[config.mk]
export PLATFORM = sky130hd
export DESIGN_NAME = stc_timer
export DESIGN_NICKNAME = d
export VERILOG_FILES = /design/src/core/stc_timer.v
export VERILOG_INCLUDE_DIRS = /design/src /design/src/core
export SDC_FILE = /design/constraint.sdc
export NUM_CORES = 1
export LEC_CHECK = 0
export ABC_AREA = 1
export BUFFER_PORTS_ARGS = -buffer_cell sky130_fd_sc_hd__buf_2
export CORE_ASPECT_RATIO = 0.7
export CORE_MARGIN = 1
export CORE_UTILIZATION = 51
export CTS_CLUSTER_SIZE = 16
export DETAILED_ROUTE_END_ITERATION = 7
export HOLD_SLACK_MARGIN = 0.12
export PLACE_DENSITY = 0.82
export SLEW_MARGIN = 20
export SYNTH_ARGS = -nofsm -noshare
export SYNTH_HDL_FRONTEND = slang
export SYNTH_SLANG_ARGS = --single-unit
export TNS_END_PERCENT = 5
[constraint.sdc]
create_clock -name clk -period 1.6 [get_ports clk]
set_input_delay 0.08 -clock clk [delete_from_list [all_inputs] [get_ports clk]]
set_output_delay 0.08 -clock clk [all_outputs]
set_load 0.02 [all_outputs]
[src/core/stc_map.vh]
// Register map, field positions and reset values of the 16-bit timer/counter.
// Assumes inclusion by bare name from the design file; definitions only.
`ifndef STC_MAP_VH
`define STC_MAP_VH

// ============================================================
// Register indices; byte address is four times the index
`define STC_IDX_COUNT_LOW 6'h0E
`define STC_IDX_COUNT_HIGH 6'h0F
`define STC_IDX_CONTROL 6'h10
`define STC_IDX_STATUS 6'h11

// ============================================================
// Control register fields
`define STC_CTL_ON 0
`define STC_CTL_SRC 1
`define STC_CTL_SYNC_BYPASS 2
`define STC_CTL_OSC_EN 3
`define STC_CTL_PS_LO 4
`define STC_CTL_PS_HI 5
`define STC_CTL_RESET 6'h00

// ============================================================
// Status register fields
`define STC_STS_FLAG 0
`define STC_STS_IRQ_EN 1

// ============================================================
// Counter limits and bus answers
`define STC_COUNT_MAX 16'hFFFF
`define STC_COUNT_ZERO 16'h0000
`define STC_RESP_OKAY 2'h0
`define STC_RESP_SLVERR 2'h2

`endif

[src/core/stc_timer.v]
// 16-bit timer/counter with 1:1..1:8 prescaler and an AXI4-Lite slave.
// Assumes one 250 MHz clock, external count pins asynchronous to it, and
// trigger and sleep inputs produced by logic on the same clock.
`timescale 1ns/1ps
`include "stc_map.vh"
`default_nettype none

module stc_timer (
    input wire clk,
    input wire rst_n,
    // AXI4-Lite write address
    input wire [7:0] s_axi_awaddr,
    input wire s_axi_awvalid,
    output wire s_axi_awready,
    // AXI4-Lite write data
    input wire [31:0] s_axi_wdata,
    input wire [3:0] s_axi_wstrb,
    input wire s_axi_wvalid,
    output wire s_axi_wready,
    // AXI4-Lite write response
    output reg [1:0] s_axi_bresp,
    output reg s_axi_bvalid,
    input wire s_axi_bready,
    // AXI4-Lite read address
    input wire [7:0] s_axi_araddr,
    input wire s_axi_arvalid,
    output wire s_axi_arready,
    // AXI4-Lite read data
    output reg [31:0] s_axi_rdata,
    output reg [1:0] s_axi_rresp,
    output reg s_axi_rvalid,
    input wire s_axi_rready,
    // Count pins, asynchronous
    input wire osc_input_pin,
    input wire ext_count_input_pin,
    // Oscillator inverter power
    output wire osc_amp_enable,
    // Core sleep state
    input wire sleep,
    // Special event triggers of compare units a and b
    input wire compare_unit_a_trigger,
    input wire compare_unit_b_trigger,
    // Count to compare units and its validity as time base
    output wire [15:0] count_value,
    output wire time_base_valid,
    // Overflow interrupt and wake request
    output wire overflow_irq
);

    // ========================================================
    // Registers
    reg [5:0] counter_control; // Control bits 5..0
    reg [15:0] count; // The counter itself
    reg overflow_flag; // Sticky overflow flag
    reg overflow_irq_enable; // Overflow interrupt mask

    wire counter_on = counter_control[`STC_CTL_ON];
    wire clock_source_select = counter_control[`STC_CTL_SRC];
    wire sync_bypass = counter_control[`STC_CTL_SYNC_BYPASS];
    wire osc_enable = counter_control[`STC_CTL_OSC_EN];
    wire [1:0] prescale_select =
        counter_control[`STC_CTL_PS_HI:`STC_CTL_PS_LO];

    // Async mode: external source with synchroniser bypassed
    wire async_mode = clock_source_select & sync_bypass;

    // ========================================================
    // Bus slave: write channels
    reg aw_full; // Write address held
    reg w_full; // Write data held
    reg [5:0] wr_idx; // Held word index
    reg [7:0] wr_byte; // Held low data byte
    reg wr_lane; // Held strobe of lane 0

    assign s_axi_awready = ~aw_full & ~s_axi_bvalid;
    assign s_axi_wready = ~w_full & ~s_axi_bvalid;

    // Write commits once both halves are in and no response pending
    wire do_wr = aw_full & w_full & ~s_axi_bvalid;
    wire wr_ok = do_wr & wr_lane;
    wire wr_low = wr_ok & (wr_idx == `STC_IDX_COUNT_LOW);
    wire wr_high = wr_ok & (wr_idx == `STC_IDX_COUNT_HIGH);
    wire wr_ctl = wr_ok & (wr_idx == `STC_IDX_CONTROL);
    wire wr_sts = wr_ok & (wr_idx == `STC_IDX_STATUS);
    wire wr_count = wr_low | wr_high;
    wire wr_mapped = (wr_idx == `STC_IDX_COUNT_LOW) |
        (wr_idx == `STC_IDX_COUNT_HIGH) |
        (wr_idx == `STC_IDX_CONTROL) | (wr_idx == `STC_IDX_STATUS);

    // Address and data taken in either order
    always @(posedge clk or negedge rst_n) begin
        if (!rst_n) begin
            aw_full <= 1'b0;
            w_full <= 1'b0;
            wr_idx <= 6'h00;
            wr_byte <= 8'h00;
            wr_lane <= 1'b0;
            s_axi_bvalid <= 1'b0;
            s_axi_bresp <= `STC_RESP_OKAY;
        end else begin
            if (s_axi_awvalid & s_axi_awready) begin
                aw_full <= 1'b1;
                wr_idx <= s_axi_awaddr[7:2];
            end
            if (s_axi_wvalid & s_axi_wready) begin
                w_full <= 1'b1;
                wr_byte <= s_axi_wdata[7:0];
                wr_lane <= s_axi_wstrb[0];
            end
            if (do_wr) begin
                // Response one cycle after both halves held
                aw_full <= 1'b0;
                w_full <= 1'b0;
                s_axi_bvalid <= 1'b1;
                s_axi_bresp <= wr_mapped ? `STC_RESP_OKAY :
                    `STC_RESP_SLVERR;
            end else if (s_axi_bvalid & s_axi_bready) begin
                s_axi_bvalid <= 1'b0;
            end
        end
    end

    // ========================================================
    // Bus slave: read channel
    assign s_axi_arready = ~s_axi_rvalid;
    wire [5:0] rd_idx = s_axi_araddr[7:2];

    // Counter bytes come from the clocked count; low and high are separate reads, so a running count can tear
    always @(posedge clk or negedge rst_n) begin
        if (!rst_n) begin
            s_axi_rvalid <= 1'b0;
            s_axi_rdata <= 32'h00000000;
            s_axi_rresp <= `STC_RESP_OKAY;
        end else if (s_axi_arvalid & s_axi_arready) begin
            s_axi_rvalid <= 1'b1;
            s_axi_rresp <= `STC_RESP_OKAY;
            case (rd_idx)
                `STC_IDX_COUNT_LOW: begin
                    s_axi_rdata <= {24'h000000, count[7:0]};
                end
                `STC_IDX_COUNT_HIGH: begin
                    s_axi_rdata <= {24'h000000, count[15:8]};
                end
                `STC_IDX_CONTROL: begin
                    s_axi_rdata <= {26'h0, counter_control};
                end
                `STC_IDX_STATUS: begin
                    s_axi_rdata <= {30'h0, overflow_irq_enable,
                        overflow_flag};
                end
                default: begin
                    // Unmapped word reads zero with an error
                    s_axi_rdata <= 32'h00000000;
                    s_axi_rresp <= `STC_RESP_SLVERR;
                end
            endcase
        end else if (s_axi_rvalid & s_axi_rready) begin
            s_axi_rvalid <= 1'b0;
        end
    end

    // ========================================================
    // Control and status registers
    // Only power-on/brown-out reset reaches rst_n, so control clears here
    always @(posedge clk or negedge rst_n) begin
        if (!rst_n) begin
            counter_control <= `STC_CTL_RESET;
            overflow_irq_enable <= 1'b0;
        end else begin
            if (wr_ctl) begin
                counter_control <= wr_byte[5:0];
            end
            if (wr_sts) begin
                overflow_irq_enable <= wr_byte[`STC_STS_IRQ_EN];
            end
        end
    end

    // Oscillator inverter follows the enable bit, sleep or not
    assign osc_amp_enable = osc_enable;

    // ========================================================
    // Pin synchronisers, two flops each before any logic
    reg osc_s1;
    reg osc_s2;
    reg cki_s1;
    reg cki_s2;
    always @(posedge clk or negedge rst_n) begin
        if (!rst_n) begin
            osc_s1 <= 1'b0;
            osc_s2 <= 1'b0;
            cki_s1 <= 1'b0;
            cki_s2 <= 1'b0;
        end else begin
            osc_s1 <= osc_input_pin;
            osc_s2 <= osc_s1;
            cki_s1 <= ext_count_input_pin;
            cki_s2 <= cki_s1;
        end
    end

    // Pin choice by oscillator enable
    wire ext_level = osc_enable ? osc_s2 : cki_s2;

    // ========================================================
    // External edge detection and first-falling-edge arming
    reg ext_prev; // Previous external level
    reg ext_armed; // Falling edge seen since external selected
    wire ext_rise = ext_level & ~ext_prev;
    wire ext_fall = ~ext_level & ext_prev;

    always @(posedge clk or negedge rst_n) begin
        if (!rst_n) begin
            ext_prev <= 1'b0;
            ext_armed <= 1'b0;
        end else begin
            ext_prev <= ext_level;
            if (!clock_source_select) begin
                ext_armed <= 1'b0;
            end else if (ext_fall) begin
                ext_armed <= 1'b1;
            end
        end
    end

    // ========================================================
    // Prescaler
    // Source ticks: every clock outside sleep in timer mode, armed rising edges else
    reg [2:0] pre_cnt; // Prescaler count, not visible to software
    wire int_tick = ~clock_source_select & ~sleep;
    wire ext_tick = clock_source_select & ext_armed & ext_rise;
    wire src_tick = counter_on & (int_tick | ext_tick);

    // Divider mask: 000, 001, 011, 111 for 1:1..1:8
    reg [2:0] pre_mask;
    always @* begin
        case (prescale_select)
            2'h0: pre_mask = 3'h0;
            2'h1: pre_mask = 3'h1;
            2'h2: pre_mask = 3'h3;
            default: pre_mask = 3'h7;
        endcase
    end

    // Keeps counting external edges in sleep; cleared by count writes
    always @(posedge clk or negedge rst_n) begin
        if (!rst_n) begin
            pre_cnt <= 3'h0;
        end else if (wr_count) begin
            pre_cnt <= 3'h0;
        end else if (src_tick) begin
            pre_cnt <= pre_cnt + 3'h1;
        end
    end

    // Timer mode: divided tick taken directly, internal clock is in step
    wire int_div_hit = int_tick & src_tick &
        ((pre_cnt & pre_mask) == pre_mask);

    // External prescaler output level; edges rise once per division
    reg ps_out;
    always @* begin
        case (prescale_select)
            2'h0: ps_out = ext_armed & ext_level;
            2'h1: ps_out = pre_cnt[0];
            2'h2: ps_out = pre_cnt[1];
            default: ps_out = pre_cnt[2];
        endcase
    end

    // ========================================================
    // Prescaler output synchroniser and direct path
    reg ps_s1; // First flop, read only by ps_s2
    reg ps_s2;
    reg ps_s3; // Edge history of synchronised output
    reg ps_prev; // Edge history of direct output
    always @(posedge clk or negedge rst_n) begin
        if (!rst_n) begin
            ps_s1 <= 1'b0;
            ps_s2 <= 1'b0;
            ps_s3 <= 1'b0;
            ps_prev <= 1'b0;
        end else begin
            ps_s1 <= ps_out;
            ps_s2 <= ps_s1;
            ps_s3 <= ps_s2;
            ps_prev <= ps_out;
        end
    end

    // Synchroniser is off in sleep, so sync mode stalls there
    wire sync_en = ps_s2 & ~ps_s3 & ~sleep;
    // Direct path keeps running through sleep
    wire async_en = ps_out & ~ps_prev;

    // Count enable by mode; a stopped counter holds
    wire count_en = counter_on & (clock_source_select ?
        (sync_bypass ? async_en : sync_en) : int_div_hit);

    // ========================================================
    // Counter, special event clear, overflow
    wire trigger = compare_unit_a_trigger | compare_unit_b_trigger;
    // Clear only in timer or synchronised counter mode
    wire sev_clear = trigger & ~async_mode;
    wire wrap = count_en & (count == `STC_COUNT_MAX);

    // Priority: software write, then special event, then increment
    always @(posedge clk or negedge rst_n) begin
        if (!rst_n) begin
            count <= `STC_COUNT_ZERO;
        end else if (wr_count) begin
            // Byte writes while counting may race; stop the counter first
            if (wr_low) begin
                count[7:0] <= wr_byte;
            end else begin
                count[15:8] <= wr_byte;
            end
        end else if (sev_clear) begin
            count <= `STC_COUNT_ZERO;
        end else if (count_en) begin
            count <= count + 16'h0001;
        end
    end

    // Sticky flag; hardware set wins over a software clear
    wire flag_set = wrap & ~wr_count & ~sev_clear;
    wire flag_clr = wr_sts & wr_byte[`STC_STS_FLAG];
    always @(posedge clk or negedge rst_n) begin
        if (!rst_n) begin
            overflow_flag <= 1'b0;
        end else begin
            overflow_flag <= flag_set | (overflow_flag & ~flag_clr);
        end
    end

    // Masked overflow doubles as wake request in async mode
    assign overflow_irq = overflow_flag & overflow_irq_enable;

    // ========================================================
    // Compare unit interface
    assign count_value = count;
    assign time_base_valid = counter_on & ~async_mode;

endmodule // stc_timer

`default_nettype wire

# == Yosys cells after proc, flatten, opt, wreduce, memory -nomap -nowiden ==
# Index checks and enable logic that the tools add are counted.
# word_totals
ff_bits,91
latchBits,0
ram_bits,0
mem_bits_ro,0
out_inout_bits,60
elab_cells,135
mem_count,0
# classes
n_addsub,2
n_mul,0
div,0
n_lt_le_gt_ge,0
eq_ne,15
shift,0
mux,25
n_bitwise,58
reduce_logical,10
# op_table
operator,count
$mux 16,3
$and 1x1->1,36
$pmux 8 s4,1
$eq 6x4->1 const B,4
$eq 6x5->1 const B,4
$add 16x1->16 const B,1
$eq 16x16->1 const B,1
$mux 8,2
$not 1->1,14
$mux 1,13
$reduce_bool 2->1,5
$pmux 3 s3,1
$or 1x1->1,7
$mux 3,2
$mux 2,2
$ne 2x2->1 const B,2
$reduce_and 2->1,2
$reduce_or 4->1,1
$add 3x1->3 const B,1
$and 3x3->3,1
$eq 3x3->1,1
$pmux 1 s3,1
$reduce_bool 3->1,1
$eq 2x1->1 const B,1
other kinds (3),3

# == Longest topological paths before layout ==
# Gate-level depths: netlist of run 1.
# logic_depth
depth_word,13
mapped_depth,12
ltp_nobuf,12

# == Least setup slack after synthesis of run 1 ==
# OpenSTA, ideal clock, no wires.
# synth_timing
path_type,register to register
from,"register count[1], in the netlist count_value[1]"
to,"register count[12], in the netlist count_value[12]"
setup_time_ns,0.118
arrival_time_ns,1.423
setup_slack_ns,0.059
stages_incl_launch_ff,9
n_path_buf,0
synth_period_minus_slack_ns,1.541
cell_sequence,dfrtp_1 -> ha_1 -> nand3_1 -> inv_1 -> nand3_1 -> o211ai_1 -> nand2_1 -> nand3_1 -> nand2_1
# synth_between
elab_chain_cells,4
# synth_rtl
item,line,rtl
start: declaration,stc_timer.v:53,reg [15:0] count;
start signal: assignment,stc_timer.v:310,count <= `STC_COUNT_ZERO;
start signal: assignment,stc_timer.v:314,count[7:0] <= wr_byte;
start signal: assignment,stc_timer.v:319,count <= `STC_COUNT_ZERO;
$add 16x1->16,stc_timer.v:321,count <= count + 16'h0001;
$mux 16,stc_timer.v:320,end else if (count_en) begin
$mux 16,stc_timer.v:318,end else if (sev_clear) begin
$mux 16,stc_timer.v:311,end else if (wr_count) begin
# No other way between the ends. The select of a mux whose other input is x is not followed.
# A chain may end at the register's enable or synchronous reset.

# == Worst setup path in the final report of run 1 ==
# layout_timing
from,register counter_control[4]
to,"register count[13], in the netlist count_value[13]"
# layout_between
elab_chain_cells,9
word_cells_on_any_way,14
classes_between,eq/ne (3); mux (4); bitwise (4); reduce/logical (3)
# layout_rtl
item,line,rtl
start: declaration,stc_timer.v:52,reg [5:0] counter_control;
start signal: assignment,stc_timer.v:167,counter_control <= `STC_CTL_RESET;
start signal: assignment,stc_timer.v:171,counter_control <= wr_byte[5:0];
"$eq 2x2->1, or another cell as far along","stc_timer.v:237, stc_timer.v:263",
$pmux 3 s3,stc_timer.v:237,case (prescale_select)
$and 3x3->3,stc_timer.v:258,((pre_cnt & pre_mask) == pre_mask);
$eq 3x3->1,stc_timer.v:258,
$and 1x1->1,stc_timer.v:257,wire int_div_hit = int_tick & src_tick &
$mux 1 *,stc_timer.v:297,wire count_en = counter_on & (clock_source_select ?
$and 1x1->1 *,stc_timer.v:297,
$reduce_bool 3->1 (no line) *,--,
$reduce_and 2->1 (no line) *,--,
end signal: assignment,stc_timer.v:310,
end signal: assignment,stc_timer.v:316,count[15:8] <= wr_byte;
end signal: assignment,stc_timer.v:319,
# Every way passes the cells marked *; elsewhere a longest branch is shown, timed or not.

==> results.md, run 1 <==
- The routed layout has 3,679 vias.
- The clock sink total is 65.
- The final net count is 675.
- The worst hold path cell count is 3.
- The class of the tightest hold or removal check is in2reg.
- The global routing usage summed across all routing layers is 28.0%.
- The count of buffers added on input and output ports is 66.
- Setup slack on the critical path of the routed design comes to -0.00421 ns.
- After detailed routing, the total wire length is 10,200 um.
- The share of power burned in registers is 45.7%.
- Summing every instance area after synthesis gives 0.00378 mm^2.
- The critical path startpoint category is a flip-flop.
- The post-synthesis to final-layout area growth is 27.5%.
- STA classifies the critical path endpoint as a flip-flop.
- The die is 105 um wide.
- The cell occurring most often along the worst timing path is sky130_fd_sc_hd__nand2_1.
- The flow ran to the end, but the final reports show violations.
- The signal on the critical path passes through nand2_1 > nor2_2 > nor2_1 > nand2_1 > a21oi_2 > nand2_4 > buf_12 > nand2_4 > nand3_1 > nand2_1.
- At the end of routability-driven placement, the weighted congestion stood at 0.926.
- The cell leakage power is 2.47 nW.
- The worst slew margin relative to its limit is 64.0%.
- For this run, design rule violations remaining after detail routing come to 0.
- The longest clock path from root to sink contains 2 buffers.
- The final critical path takes up 100% of the cycle.
- Counting the buffers created by CTS gives 9.
- The final setup violation count is 1.
- The number of antenna violations at the first check in global routing is 0.
- The checks that failed: negative setup slack.
- The number of DRC violations after detailed-routing iteration 0 is 259.
- The synthesized area per cell is 7.72 um^2.
- For this run, the top clock speed supported by timing is 623 MHz.
- For this configuration, the core starts out at a cell density of 54.5%.
- The transition time at the pin with the least slew margin is 0.539 ns.
- For the worst flop-to-flop path, the logic depth is 10.
- The most used flip-flop cell after synthesis is sky130_fd_sc_hd__dfrtp_1.
- The hold violation count in the final report was 0.
- Combinational logic burns 27.8% of the power.
- In this run the number of H-tree levels came out at 3.
- Net switching is 35.9% of the power.
- Data arrives at the worst endpoint at 1.89 ns.
- Between clock sinks in the finished design, the worst skew comes to 0.0106 ns.
- Entering global routing, the biggest net connects 66 pins.
- The Yosys step of the flow raised 0 warnings.
- The count of flip-flops with a built-in enable after synthesis is 0.
- For this run, the slowest stage of the critical path takes 0.45 ns.
- The half-perimeter wire length after placement is 7270 um.
- The flop and latch count out of synthesis is 65.
- The portion of total power attributed to the clock network is 26.4%.
- The count of pins on the block boundary is 124.
- The detail route stage leaves a number of antenna-violating nets equal to 0.
- The CTS tree is done.
- The number of max-slew violations in the final report came to 0.
- The internal power is 3.20 mW.
- The areal power density over the cells is 1040 mW/mm^2.
- The floorplan step defined a die boundary enclosing 0.00777 mm^2.
- The slowest stage cell on the critical path is sky130_fd_sc_hd__dfrtp_2.
- The vertical die dimension is 74.1 um.
- The master cell of the clock root buffer is sky130_fd_sc_hd__clkbuf_8.
- In the final routed layout, each cell accounts on average for 14.5 um.
- Clock-pin slew was measured on the worst setup and hold paths at 0.07 ns.
- The first global-routing pass estimated 16,600 um of wire.
- Summing all non-filler instances in the final layout gives an area of 0.00482 mm^2.
- Synthesis instantiated 42 different standard cells from the library.
- The count of inserted antenna diode cells is 0.
- The post-route setup TNS is -0.00421 ns.
- The row count is 25.
- After synthesis, flip-flops and latches occupy 43.0% of the total area.
- In the layout the commonest cells are 147 x sky130_fd_sc_hd__nand2_1, 66 x sky130_fd_sc_hd__buf_2, 62 x sky130_fd_sc_hd__dfrtp_1.
- The post-synthesis async set-or-reset flop share is 100%.
- IR analysis of the VDD net gives a maximum drop of 1.01 mV.
- Across the run, the number of max-cap violations was 0.
- The clock insertion delay at the later pin of the skew report is 0.36 ns.
- Setup repair after global routing could not meet its margin everywhere.
- In this run the power spent charging and discharging nets is 1.80 mW.
- Synthesis produced a netlist whose cell count is 490.
- The worst path in the final design needs a cycle of 1.60 ns, including I/O delays and setup.
- The commonest non-fill, non-tap cell in the layout is sky130_fd_sc_hd__nand2_1.
- The total cell area at the placement stage is 0.00423 mm^2.
- The critical path data required time is 1.89 ns.
- The critical path is of the reg2reg type.
- The final cell utilization of the core is 69.4%.
- The share of cells above drive strength 1 is 26.4%.
- The via count of the first global-routing pass is 3,434.
- The vias per cell is 5.20.
- The area of the core is 0.00694 mm^2.
- The detailed-router iteration count before antenna repair is 5.
- The maximum fanout along the worst path is 8.
- After global routing the overflow that remains totals 0.
-- through the flow --
| stage | cells | worst slack [ns] | power (mW) | hold WS [ns] |
|---|---|---|---|---|
| 3_5_place_dp | 660 | -0.0243 | 3.58 | 0.125 |
| 3_3_place_gp | 660 | 0.0298 | 3.50 | 0.121 |
| 2_1_floorplan | 515 | 0.0591 | 3.18 | -0.216 |
| 4_1_cts | 698 | 0.0209 | 4.94 | 0.154 |
| 5_1_grt | 707 | -0.0976 | 5.31 | 0.197 |
| 6_report | 707 | -0.00421 | 5.00 | 0.151 |
-- worst max-delay path, delay by kind of cell (launching register included) --
| family | cells | cell delay [ns] |
|---|---|---|
| AOI/OAI and AO/OA | 1 | 0.21 |
| DFF | 1 | 0.45 |
| buffers and inverters | 1 | 0.14 |
| and+or+nand+nor | 8 | 0.75 |
-- sequential cells by signal, indices dropped and copies added, names as in the netlist, 3 cells and up --
| name | flops |
|---|---|
| counter_control | 6 |
| s_axi_rdata | 8 |
| count_value | 16 |
| wr_byte | 8 |
| wr_idx | 6 |
| pre_cnt | 3 |
-- cells in the mapped netlist, types with 3 or more instances --
cell type | count | area [um^2]
sky130_fd_sc_hd__o21ai_1 | 7 | 35.0
sky130_fd_sc_hd__buf_2 | 3 | 15.0
sky130_fd_sc_hd__nand2_2 | 6 | 37.5
sky130_fd_sc_hd__nand2_1 | 152 | 571
sky130_fd_sc_hd__inv_2 | 5 | 18.8
sky130_fd_sc_hd__nor2_4 | 3 | 33.8
sky130_fd_sc_hd__nand3_1 | 41 | 205
sky130_fd_sc_hd__nand2_4 | 3 | 33.8
sky130_fd_sc_hd__inv_1 | 41 | 154
sky130_fd_sc_hd__o21ai_0 | 20 | 100
sky130_fd_sc_hd__buf_4 | 27 | 203
sky130_fd_sc_hd__nand4_1 | 7 | 43.8
sky130_fd_sc_hd__dfrtp_1 | 65 | 1630
sky130_fd_sc_hd__nor2_1 | 48 | 180
sky130_fd_sc_hd__a21oi_1 | 18 | 90.1
sky130_fd_sc_hd__nor2_2 | 5 | 31.3
sky130_fd_sc_hd__mux2_2 | 8 | 90.1
-- layout make-up --
type                            instances  area [um^2]
Multi-Input combinational cell        370         1910
Fill cell                             566         2120
Clock buffer                           13          169
Inverter                               48          183
Sequential cell                        65         1630
Timing Repair Buffer                  115          796
Tap cell                               94          118
Clock inverter                          2         12.5
-- what timing repair did --
item,in CTS,in global routing
hold buffers,23,0
gates resized for setup,1,22
endpoints found under the hold margin,88,0
buffers inserted,0,8
gates cloned,0,1
pin swaps,0,11
endpoints found under the setup margin,8,18
-- cell families (layout without fill, tap and decap cells) --
family                     after synthesis  after routing  synth area share, %
AOI/OAI and AO/OA                       53             53                 7.87
xor gates and xnor gates                 3              3                0.695
adders and majority gates                2              2                0.661
buffers and inverters                   81            178                 11.2
DFF                                     65             65                 43.0
muxes                                    8              8                 2.38
other                                    1             26               0.0991
and+or+nand+nor                        277            278                 34.1
-- routing by layer --
layer | global-route usage (%) | part of all wire, %
met1 | 37.1 | 45
met2 | 46.2 | 46
met3 | 6.75 | 7.6
met4 | 9.08 | 1.3
met5 | 0 | 0
-- final timing paths --
check                                                from                           to  slack (ns)
hold / removal                              s_axi_awvalid          aw_full$_DFFE_PN0P_        0.15
min in group asynchronous                           rst_n   count_value[4]$_DFFE_PN0P_        0.28
max in group asynchronous                           rst_n   count_value[3]$_DFFE_PN0P_        1.01
setup reg to reg           counter_control[4]$_DFFE_PN0P_  count_value[13]$_DFFE_PN0P_      -0.004
hold reg to reg                          cki_s1$_DFF_PN0_             cki_s2$_DFF_PN0_        0.36
setup / recovery           counter_control[4]$_DFFE_PN0P_  count_value[13]$_DFFE_PN0P_      -0.004
-- power by group through the flow --
stage | registers (mW) | clock network [mW] | logic [mW]
after floorplan | 2.28 | 0 | 0.905
after global placement | 2.28 | 0 | 1.22
after detailed placement | 2.31 | 0 | 1.27
after CTS | 2.28 | 1.34 | 1.33
after global routing | 2.33 | 1.43 | 1.56
final | 2.29 | 1.32 | 1.39
(Power assumes the default switching activity.)
==> run 2: changes to the inputs <==
--- a/config.mk
+++ b/config.mk
@@ -13,6 +13,7 @@
 export CORE_UTILIZATION = 51
 export CTS_CLUSTER_SIZE = 16
 export DETAILED_ROUTE_END_ITERATION = 7
+export GPL_TIMING_DRIVEN = 0
 export HOLD_SLACK_MARGIN = 0.12
 export PLACE_DENSITY = 0.82
 export SLEW_MARGIN = 20
==> results.md, run 2 (same netlist as run 1, synthesis figures left out) <==
- The maximum vdd drop is 1.14 mV (+12%).
- The cell leakage power came to 2.52 nW (+2.2%).
- The checks that failed: negative setup slack.
- The CTS tree is done.
- The area of the core is 0.00694 mm^2 (unchanged).
- The max-capacitance violation count is 0 (unchanged).
- The maximum fanout along the worst path came to 5 (-3).
- The number of cells on the worst reg-to-reg path came to 11 (+1).
- The count of placed standard cells in the final layout, fillers left out is 721 (+2.0%).
- The global routing usage summed across all routing layers is 27.7% (-0.34 points).
- STA classifies the critical path endpoint as a flip-flop.
- The flip-flop count of the largest register, all copies and words added is 16 (unchanged).
- The class of the tightest hold or removal check is in2reg.
- The number of DRC violations after detailed-routing iteration 0 is 293 (+13%).
- The proportion of power drawn by combinational gates is 28.1% (+0.3 points).
- The highest clock frequency the design can meet is 604 MHz (-3.2%).
- The total grt overflow is 0 (unchanged).
- The half-perimeter wire length after placement was 7430 um (+2.1%).
- The final setup skew came to 0.00772 ns (-0.00289 ns).
- The instance count after placement with tap cells included was 676 (+2.4%).
- The final setup violation count is 12 (+11).
- The count of inserted antenna diode cells is 0 (unchanged).
- The worst setup margin is -0.0565 ns (-0.0523 ns).
- The final routed wire length divided by cell count is 14.2 um (-2.1%).
- The post-route antenna net violation count is 0 (unchanged).
- The share of power burned in registers is 46.1% (+0.4 points).
- The total DRC errors in the routed layout was 0 (unchanged).
- The areal power density over the cells is 1010 mW/mm^2 (-2.2%).
- The transition time at the pin with the least slew margin was 0.566 ns (+0.0270 ns).
- The worst hold path cell count was 3 (unchanged).
- The via count of the first global-routing pass is 3,359 (-2.2%).
- Setup repair after global routing could not meet its margin everywhere.
- The detailed-router iteration count before antenna repair is 6 (+1).
- The number of antenna violations at the first check in global routing is 0 (unchanged).
- The buffer depth of the longest clock path is 2 (unchanged).
- The routability-driven placement congestion ratio is 0.903 (-2.5%).
- The final critical-path required period is 1.66 ns (+0.0523 ns).
- The wire length reported by the detailed router is 10,200 um (-0.18%).
- The clock insertion delay at the later pin of the skew report came to 0.35 ns (about the same).
- The clock transition at the register clock pins on the worst setup and hold paths after CTS is 0.07 ns (about the same).
- The count of pins on the block boundary is 124 (unchanged).
- The pin count of the biggest net entering global routing is 53 (-20%).
- The vias per cell was 5.05 (-3.0%).
- The internal power is 3.17 mW (-1.0%).
- The category of the critical setup timing path is reg2reg.
- The row count is 25 (unchanged).
- The switching fraction of total power was 35.8% (-0.097 points).
- The final net count is 688 (+1.9%).
- The via total after detailed routing was 3,641 (-1.0%).
- The arrival time of data at the critical path endpoint was 1.89 ns (about the same).
- The pre-CTS setup slack is -0.0867 ns (-0.0624 ns).
- The portion of total power attributed to the clock network is 25.8% (-0.6 points).
- The root buffer cell chosen for the clock tree is sky130_fd_sc_hd__clkbuf_8.
- The final clock period utilization by the worst path came to 104% (+3.3 points).
- The effective utilization at floorplan is 54.5% (unchanged).
- The number of max-slew violations in the final report is 0 (unchanged).
- The die area came to 0.00777 mm^2 (unchanged).
- Leaving out fill and tap cells, the most frequent cells in the layout are 151 x sky130_fd_sc_hd__nand2_1, 68 x sky130_fd_sc_hd__buf_2, 61 x sky130_fd_sc_hd__dfrtp_1.
- Leaving out fill and tap cells, the most frequent cell in the layout is sky130_fd_sc_hd__nand2_1.
- The flow ran to the end, but the final reports show violations.
- The critical path data required time is 1.84 ns (-0.05 ns).
- The sum of internal, switching and leakage power is 4.94 mW (-1.2%).
- The clock sink total is 65 (unchanged).
- The share of cells above drive strength 1 is 27.1% (+0.69 points).
- The die width was 105 um (unchanged).
- The worst slew margin relative to its limit was 62.1% (-1.9 points).
- The CTS H-tree depth is 3 (unchanged).
- The first-pass GRT wire length came to 16,200 um (-2.2%).
- The vertical die dimension is 74.1 um (unchanged).
- The hold violation count in the final report is 0 (unchanged).
- The count of input and output buffers came to 66 (unchanged).
- The post-synthesis to final-layout area growth is 28.8%.
- The worst-case hold slack is 0.155 ns (+0.00340 ns).
- The net switching power is 1.77 mW (-1.4%).
- The critical path startpoint category is a flip-flop.
- The number of buffers added by the clock tree synthesis step is 9 (unchanged).
==> run 2: cell count changes in the layout (fill, tap and decap cells not counted), moves of 2 or more <==
| cell | change |
|---|---|
| sky130_fd_sc_hd__buf_12 | -2 |
| sky130_fd_sc_hd__buf_2 | +2 |
| sky130_fd_sc_hd__buf_4 | +13 |
| sky130_fd_sc_hd__buf_6 | -4 |
| sky130_fd_sc_hd__clkinv_2 | +2 |
| sky130_fd_sc_hd__nand2_1 | +4 |
| sky130_fd_sc_hd__nand2_2 | -4 |
| sky130_fd_sc_hd__nand3_1 | +4 |
| sky130_fd_sc_hd__nand3_2 | -2 |
| sky130_fd_sc_hd__nand3_4 | -2 |
==> run 2: final cells by class <==
type | count | area, um^2
buffer | 33 | 240
clock buffer | 11 | 151
clock inverter | 5 | 30.0
fill | 575 | 2070
inverter | 48 | 183
multi-input combinational | 370 | 1880
sequential | 65 | 1630
tap | 94 | 118
timing repair buffer | 95 | 643
==> run 2: layer usage <==
metal | up-vias | GRT usage (%) | part of all wire (%)
met5 | - | 0 | 0
met4 | 0 | 6.10 | 1.2
met3 | 14 | 7.01 | 8.6
met2 | 166 | 45.7 | 46
met1 | 1672 | 37.4 | 44
li1 | 1789 | - | -
==> run 2: stage by stage <==
step	utilization (%)	cell area, um^2	TNS (ns)
global placement	62.3	4320	-0.0548
floorplan	-	3880	0
CTS	68.7	4770	0
global route	70.2	4870	-1.79
detailed placement	62.7	4350	-0.221
finish	70.2	4870	-0.349
==> run 2: path summary, 6_finish.rpt <==
check,to,startpoint,slack [ns]
max,count_value[5]$_DFFE_PN0P_,pre_cnt[0]$_DFFE_PN0P_,-0.06
min,aw_full$_DFFE_PN0P_,s_axi_awvalid,0.15
max reg2reg,count_value[5]$_DFFE_PN0P_,pre_cnt[0]$_DFFE_PN0P_,-0.06
min reg2reg,osc_s2$_DFF_PN0_,osc_s1$_DFF_PN0_,0.35
max in group asynchronous,s_axi_rresp[1]$_DFFE_PN0P_,rst_n,0.40
min in group asynchronous,ext_armed$_DFFE_PN0P_,rst_n,0.25
==> run 2: power groups by stage <==
stage	registers, mW	clock network (mW)	logic (mW)
final	2.28	1.27	1.39
after floorplan	2.28	0	0.905
after detailed placement	2.29	0	1.29
after global routing	2.32	1.37	1.55
after global placement	2.28	0	1.23
after CTS	2.26	1.30	1.34
==> run 2: repair_timing <==
item / 4_1_cts / 5_1_grt
setup buffers: 0 / 5
resized for setup: 4 / 7
hold buffers: 22 / 0
hold endpoints to repair: 85 / 0
cloned: 0 / 2
pin swaps: 0 / 4
setup endpoints to repair: 11 / 18
==> run 2: worst max-delay path, cell delays in order (launching register included) <==
cell and delay, ns:
sky130_fd_sc_hd__dfrtp_1 0.43, sky130_fd_sc_hd__nor2_1 0.12, sky130_fd_sc_hd__nor2_1 0.05, sky130_fd_sc_hd__nor2_1 0.14
sky130_fd_sc_hd__nand2_1 0.10, sky130_fd_sc_hd__nand3_2 0.09, sky130_fd_sc_hd__nand2_2 0.08, sky130_fd_sc_hd__nand2_4 0.12
sky130_fd_sc_hd__nand2_8 0.10, sky130_fd_sc_hd__clkbuf_16 0.18, sky130_fd_sc_hd__nand3_1 0.06, sky130_fd_sc_hd__nand2_1 0.07
==> run 3: changes to the inputs <==
--- a/config.mk
+++ b/config.mk
@@ -11,11 +11,11 @@
 export CORE_ASPECT_RATIO = 0.7
 export CORE_MARGIN = 1
 export CORE_UTILIZATION = 51
-export CTS_CLUSTER_SIZE = 16
 export DETAILED_ROUTE_END_ITERATION = 7
 export GPL_TIMING_DRIVEN = 0
 export HOLD_SLACK_MARGIN = 0.12
 export PLACE_DENSITY = 0.82
+export SETUP_SLACK_MARGIN = 0.05
 export SLEW_MARGIN = 20
 export SYNTH_ARGS = -nofsm -noshare
 export SYNTH_HDL_FRONTEND = slang
==> results.md, run 3 (same netlist as run 1, synthesis figures left out) <==
- The count of input and output buffers was 66 (unchanged).
- The final setup violation count came to 0 (-12).
- The worst slew margin relative to its limit is 61.9% (-0.21 points).
- The transition time at the pin with the least slew margin is 0.570 ns (+0.00318 ns).
- The highest clock frequency the design can meet was 626 MHz (+3.7%).
- The total area of multi-input combinational cells is 0.00186 mm^2 (-1.1%).
- The row count came to 25 (unchanged).
- The tree is rooted in a sky130_fd_sc_hd__clkbuf_8.
- The half-perimeter wire length after placement came to 7430 um (unchanged).
- The total grt overflow came to 0 (unchanged).
- The path class of the tightest hold or removal check is in2reg.
- The final critical-path required period came to 1.60 ns (-0.0589 ns).
- The critical path is of the reg2reg type.
- The maximum fanout along the worst path is 7 (+2).
- The number of DRC violations after detailed-routing iteration 0 is 263 (-10%).
- The detailed-router iteration count before antenna repair came to 5 (-1).
- The total cell area at the placement stage came to 0.00435 mm^2 (unchanged).
- The number of buffers added by the clock tree synthesis step is 9 (unchanged).
- From synthesis to final layout, the design area changed by 28.5%.
- The hold violation count in the final report was 0 (unchanged).
- The areal power density over the cells is 1020 mW/mm^2 (+0.55%).
- The post-route setup TNS came to 0 ns (+0.349 ns).
- The CTS tree is done.
- The maximum vdd drop came to 1.14 mV (+0.46%).
- The CTS H-tree depth is 3 (unchanged).
- The source of the worst register-to-register timing path is counter_control[4]$_DFFE_PN0P_.
- The vias per cell is 5.03 (-0.47%).
- The critical path data required time was 1.89 ns (+0.05 ns).
- The start point of the worst hold path is s_axi_awvalid.
- The fill cell total of the finished layout is 578 (+0.52%).
- The final routed wire length divided by cell count was 14.2 um (+0.47%).
- The count of inserted antenna diode cells came to 0 (unchanged).
- The clock insertion delay at the later pin of the skew report is 0.35 ns (about the same).
- The flip-flop count of the largest register, all copies and words added is 16 (unchanged).
- The final net count is 687 (-0.15%).
- The total DRC errors in the routed layout was 0 (unchanged).
- The count of pins on the block boundary is 124 (unchanged).
- The critical path startpoint category is a flip-flop.
- The signal on the critical path passes through inv_1 > nand2_2 > nor2_1 > nand2_1 > nand2_1 > nand3_2 > nand2_2 > nand2_4 > nand2_8 > buf_8 > nand3_1 > nand2_1.
- The slowest stage cell on the critical path is sky130_fd_sc_hd__dfrtp_1.
- By instance count, the cell type seen most on the critical path is sky130_fd_sc_hd__nand2_1.
- The sum of internal, switching and leakage power is 4.95 mW (+0.29%).
- The final cell utilization of the core was 70.0% (-0.18 points).
- The endpoint class of the critical path is a flip-flop.
- The wire length reported by the detailed router is 10,200 um (+0.33%).
- The run finished with clean final reports.
- The pin count of the biggest net entering global routing is 53 (unchanged).
- The via count of the first global-routing pass came to 3,385 (+0.77%).
- The die width was 105 um (unchanged).
- The first-pass GRT wire length is 16,400 um (+0.81%).
- The clock sink total was 65 (unchanged).
- The maximum single-stage delay on the critical path came to 0.43 ns (about the same).
- Setup repair after global routing could not meet its margin everywhere.
- The post-route antenna net violation count is 0 (unchanged).
- The routability-driven placement congestion ratio is 0.903 (unchanged).
- The area of the core came to 0.00694 mm^2 (unchanged).
- The library cells used most frequently in the layout, excluding fill and tap cells, are 151 x sky130_fd_sc_hd__nand2_1, 67 x sky130_fd_sc_hd__buf_2, 61 x sky130_fd_sc_hd__dfrtp_1.
- The vertical die dimension is 74.1 um (unchanged).
- The number of antenna violations at the first check in global routing is 0 (unchanged).
- The final clock period utilization by the worst path is 99.9% (-3.7 points).
- The effective utilization at floorplan is 54.5% (unchanged).
- The buffer depth of the longest clock path came to 2 (unchanged).
- The clock transition at the register clock pins on the worst setup and hold paths after CTS was 0.07 ns (about the same).
- The die area is 0.00777 mm^2 (unchanged).
- The share of cells above drive strength 1 is 27.5% (+0.36 points).
- Leaving out fill and tap cells, the most frequent cell in the layout is sky130_fd_sc_hd__nand2_1.
- The area occupied by registers came to 0.00163 mm^2 (unchanged).
- The final setup skew came to 0.00839 ns (+0.000675 ns).
- The number of max-slew violations in the final report is 0 (unchanged).
- The via total after detailed routing is 3,619 (-0.60%).
- The arrival time of data at the critical path endpoint is 1.89 ns (about the same).
- The max-capacitance violation count is 0 (unchanged).
- The global routing usage summed across all routing layers is 27.9% (+0.24 points).
- The most critical setup path has its startpoint at counter_control[4]$_DFFE_PN0P_.
- The cell leakage power is 2.52 nW (-0.19%).
- The total non-filler cell area in the finished layout is 0.00486 mm^2 (-0.26%).
run 3: changes by cell type in the layout (fill, tap and decap cells not counted), sizes merged:
cell,delta
buf,-1
clkbuf,+1
nand2,-1
run 3: through the flow:
step	setup slack [ns]	std cells	hold slack [ns]
2_1_floorplan	0.0591	515	-0.216
3_3_place_gp	-0.0331	675	0.190
3_5_place_dp	-0.0867	676	-0.0523
4_1_cts	0.0159	717	0.143
5_1_grt	-0.0858	720	0.196
6_report	0.00239	720	0.160
run 3: area by class of cell:
type | instances | area share [%]
plain buffers | 33 | 5.02
clock buffers | 11 | 3.11
clock inverters | 5 | 0.618
inverters | 48 | 3.76
multi-input cells | 369 | 38.2
flip-flops and latches | 65 | 33.6
well taps | 94 | 2.42
repair buffers | 95 | 13.3
run 3: what timing repair did:
| item | 4_1_cts | 5_1_grt |
|---|---|---|
| setup buffers | 3 | 2 |
| cloned | 0 | 1 |
| endpoints found under the hold margin | 85 | 0 |
| pin swaps | 0 | 3 |
| setup endpoints to repair | 13 | 21 |
| hold buffers | 22 | 0 |
| gates resized for setup | 4 | 12 |
run 3: worst paths after layout:
path	endpoint	slack [ns]	cells past startpoint
max	count_value[10]$_DFFE_PN0P_	0.002	12
min in group asynchronous	ext_armed$_DFFE_PN0P_	0.24	3
min	aw_full$_DFFE_PN0P_	0.16	3
max reg2reg	count_value[10]$_DFFE_PN0P_	0.002	12
max in group asynchronous	s_axi_rresp[1]$_DFFE_PN0P_	0.40	3
min reg2reg	osc_s2$_DFF_PN0_	0.34	0
run 3: power by group:
| group | internal (mW) | switching, mW |
|---|---|---|
| sequential | 1.97 | 0.310 |
| combinational | 0.565 | 0.828 |
| clock | 0.637 | 0.645 |
| total | 3.17 | 1.78 |
run 3: per-layer routing:
metal	global-route usage (%)	wire (um)	vias to the layer above
li1	-	-	1786
met1	37.8	4660	1677
met2	46.0	4780	146
met3	7.01	747	10
met4	6.26	63	0
met5	0	0	-
run 3: worst max-delay path: cells and delay by family, from the launching register on:
family	cells	cell delay [ns]
buffers and inverters	2	0.24
DFF	1	0.43
and+or+nand+nor	10	0.86
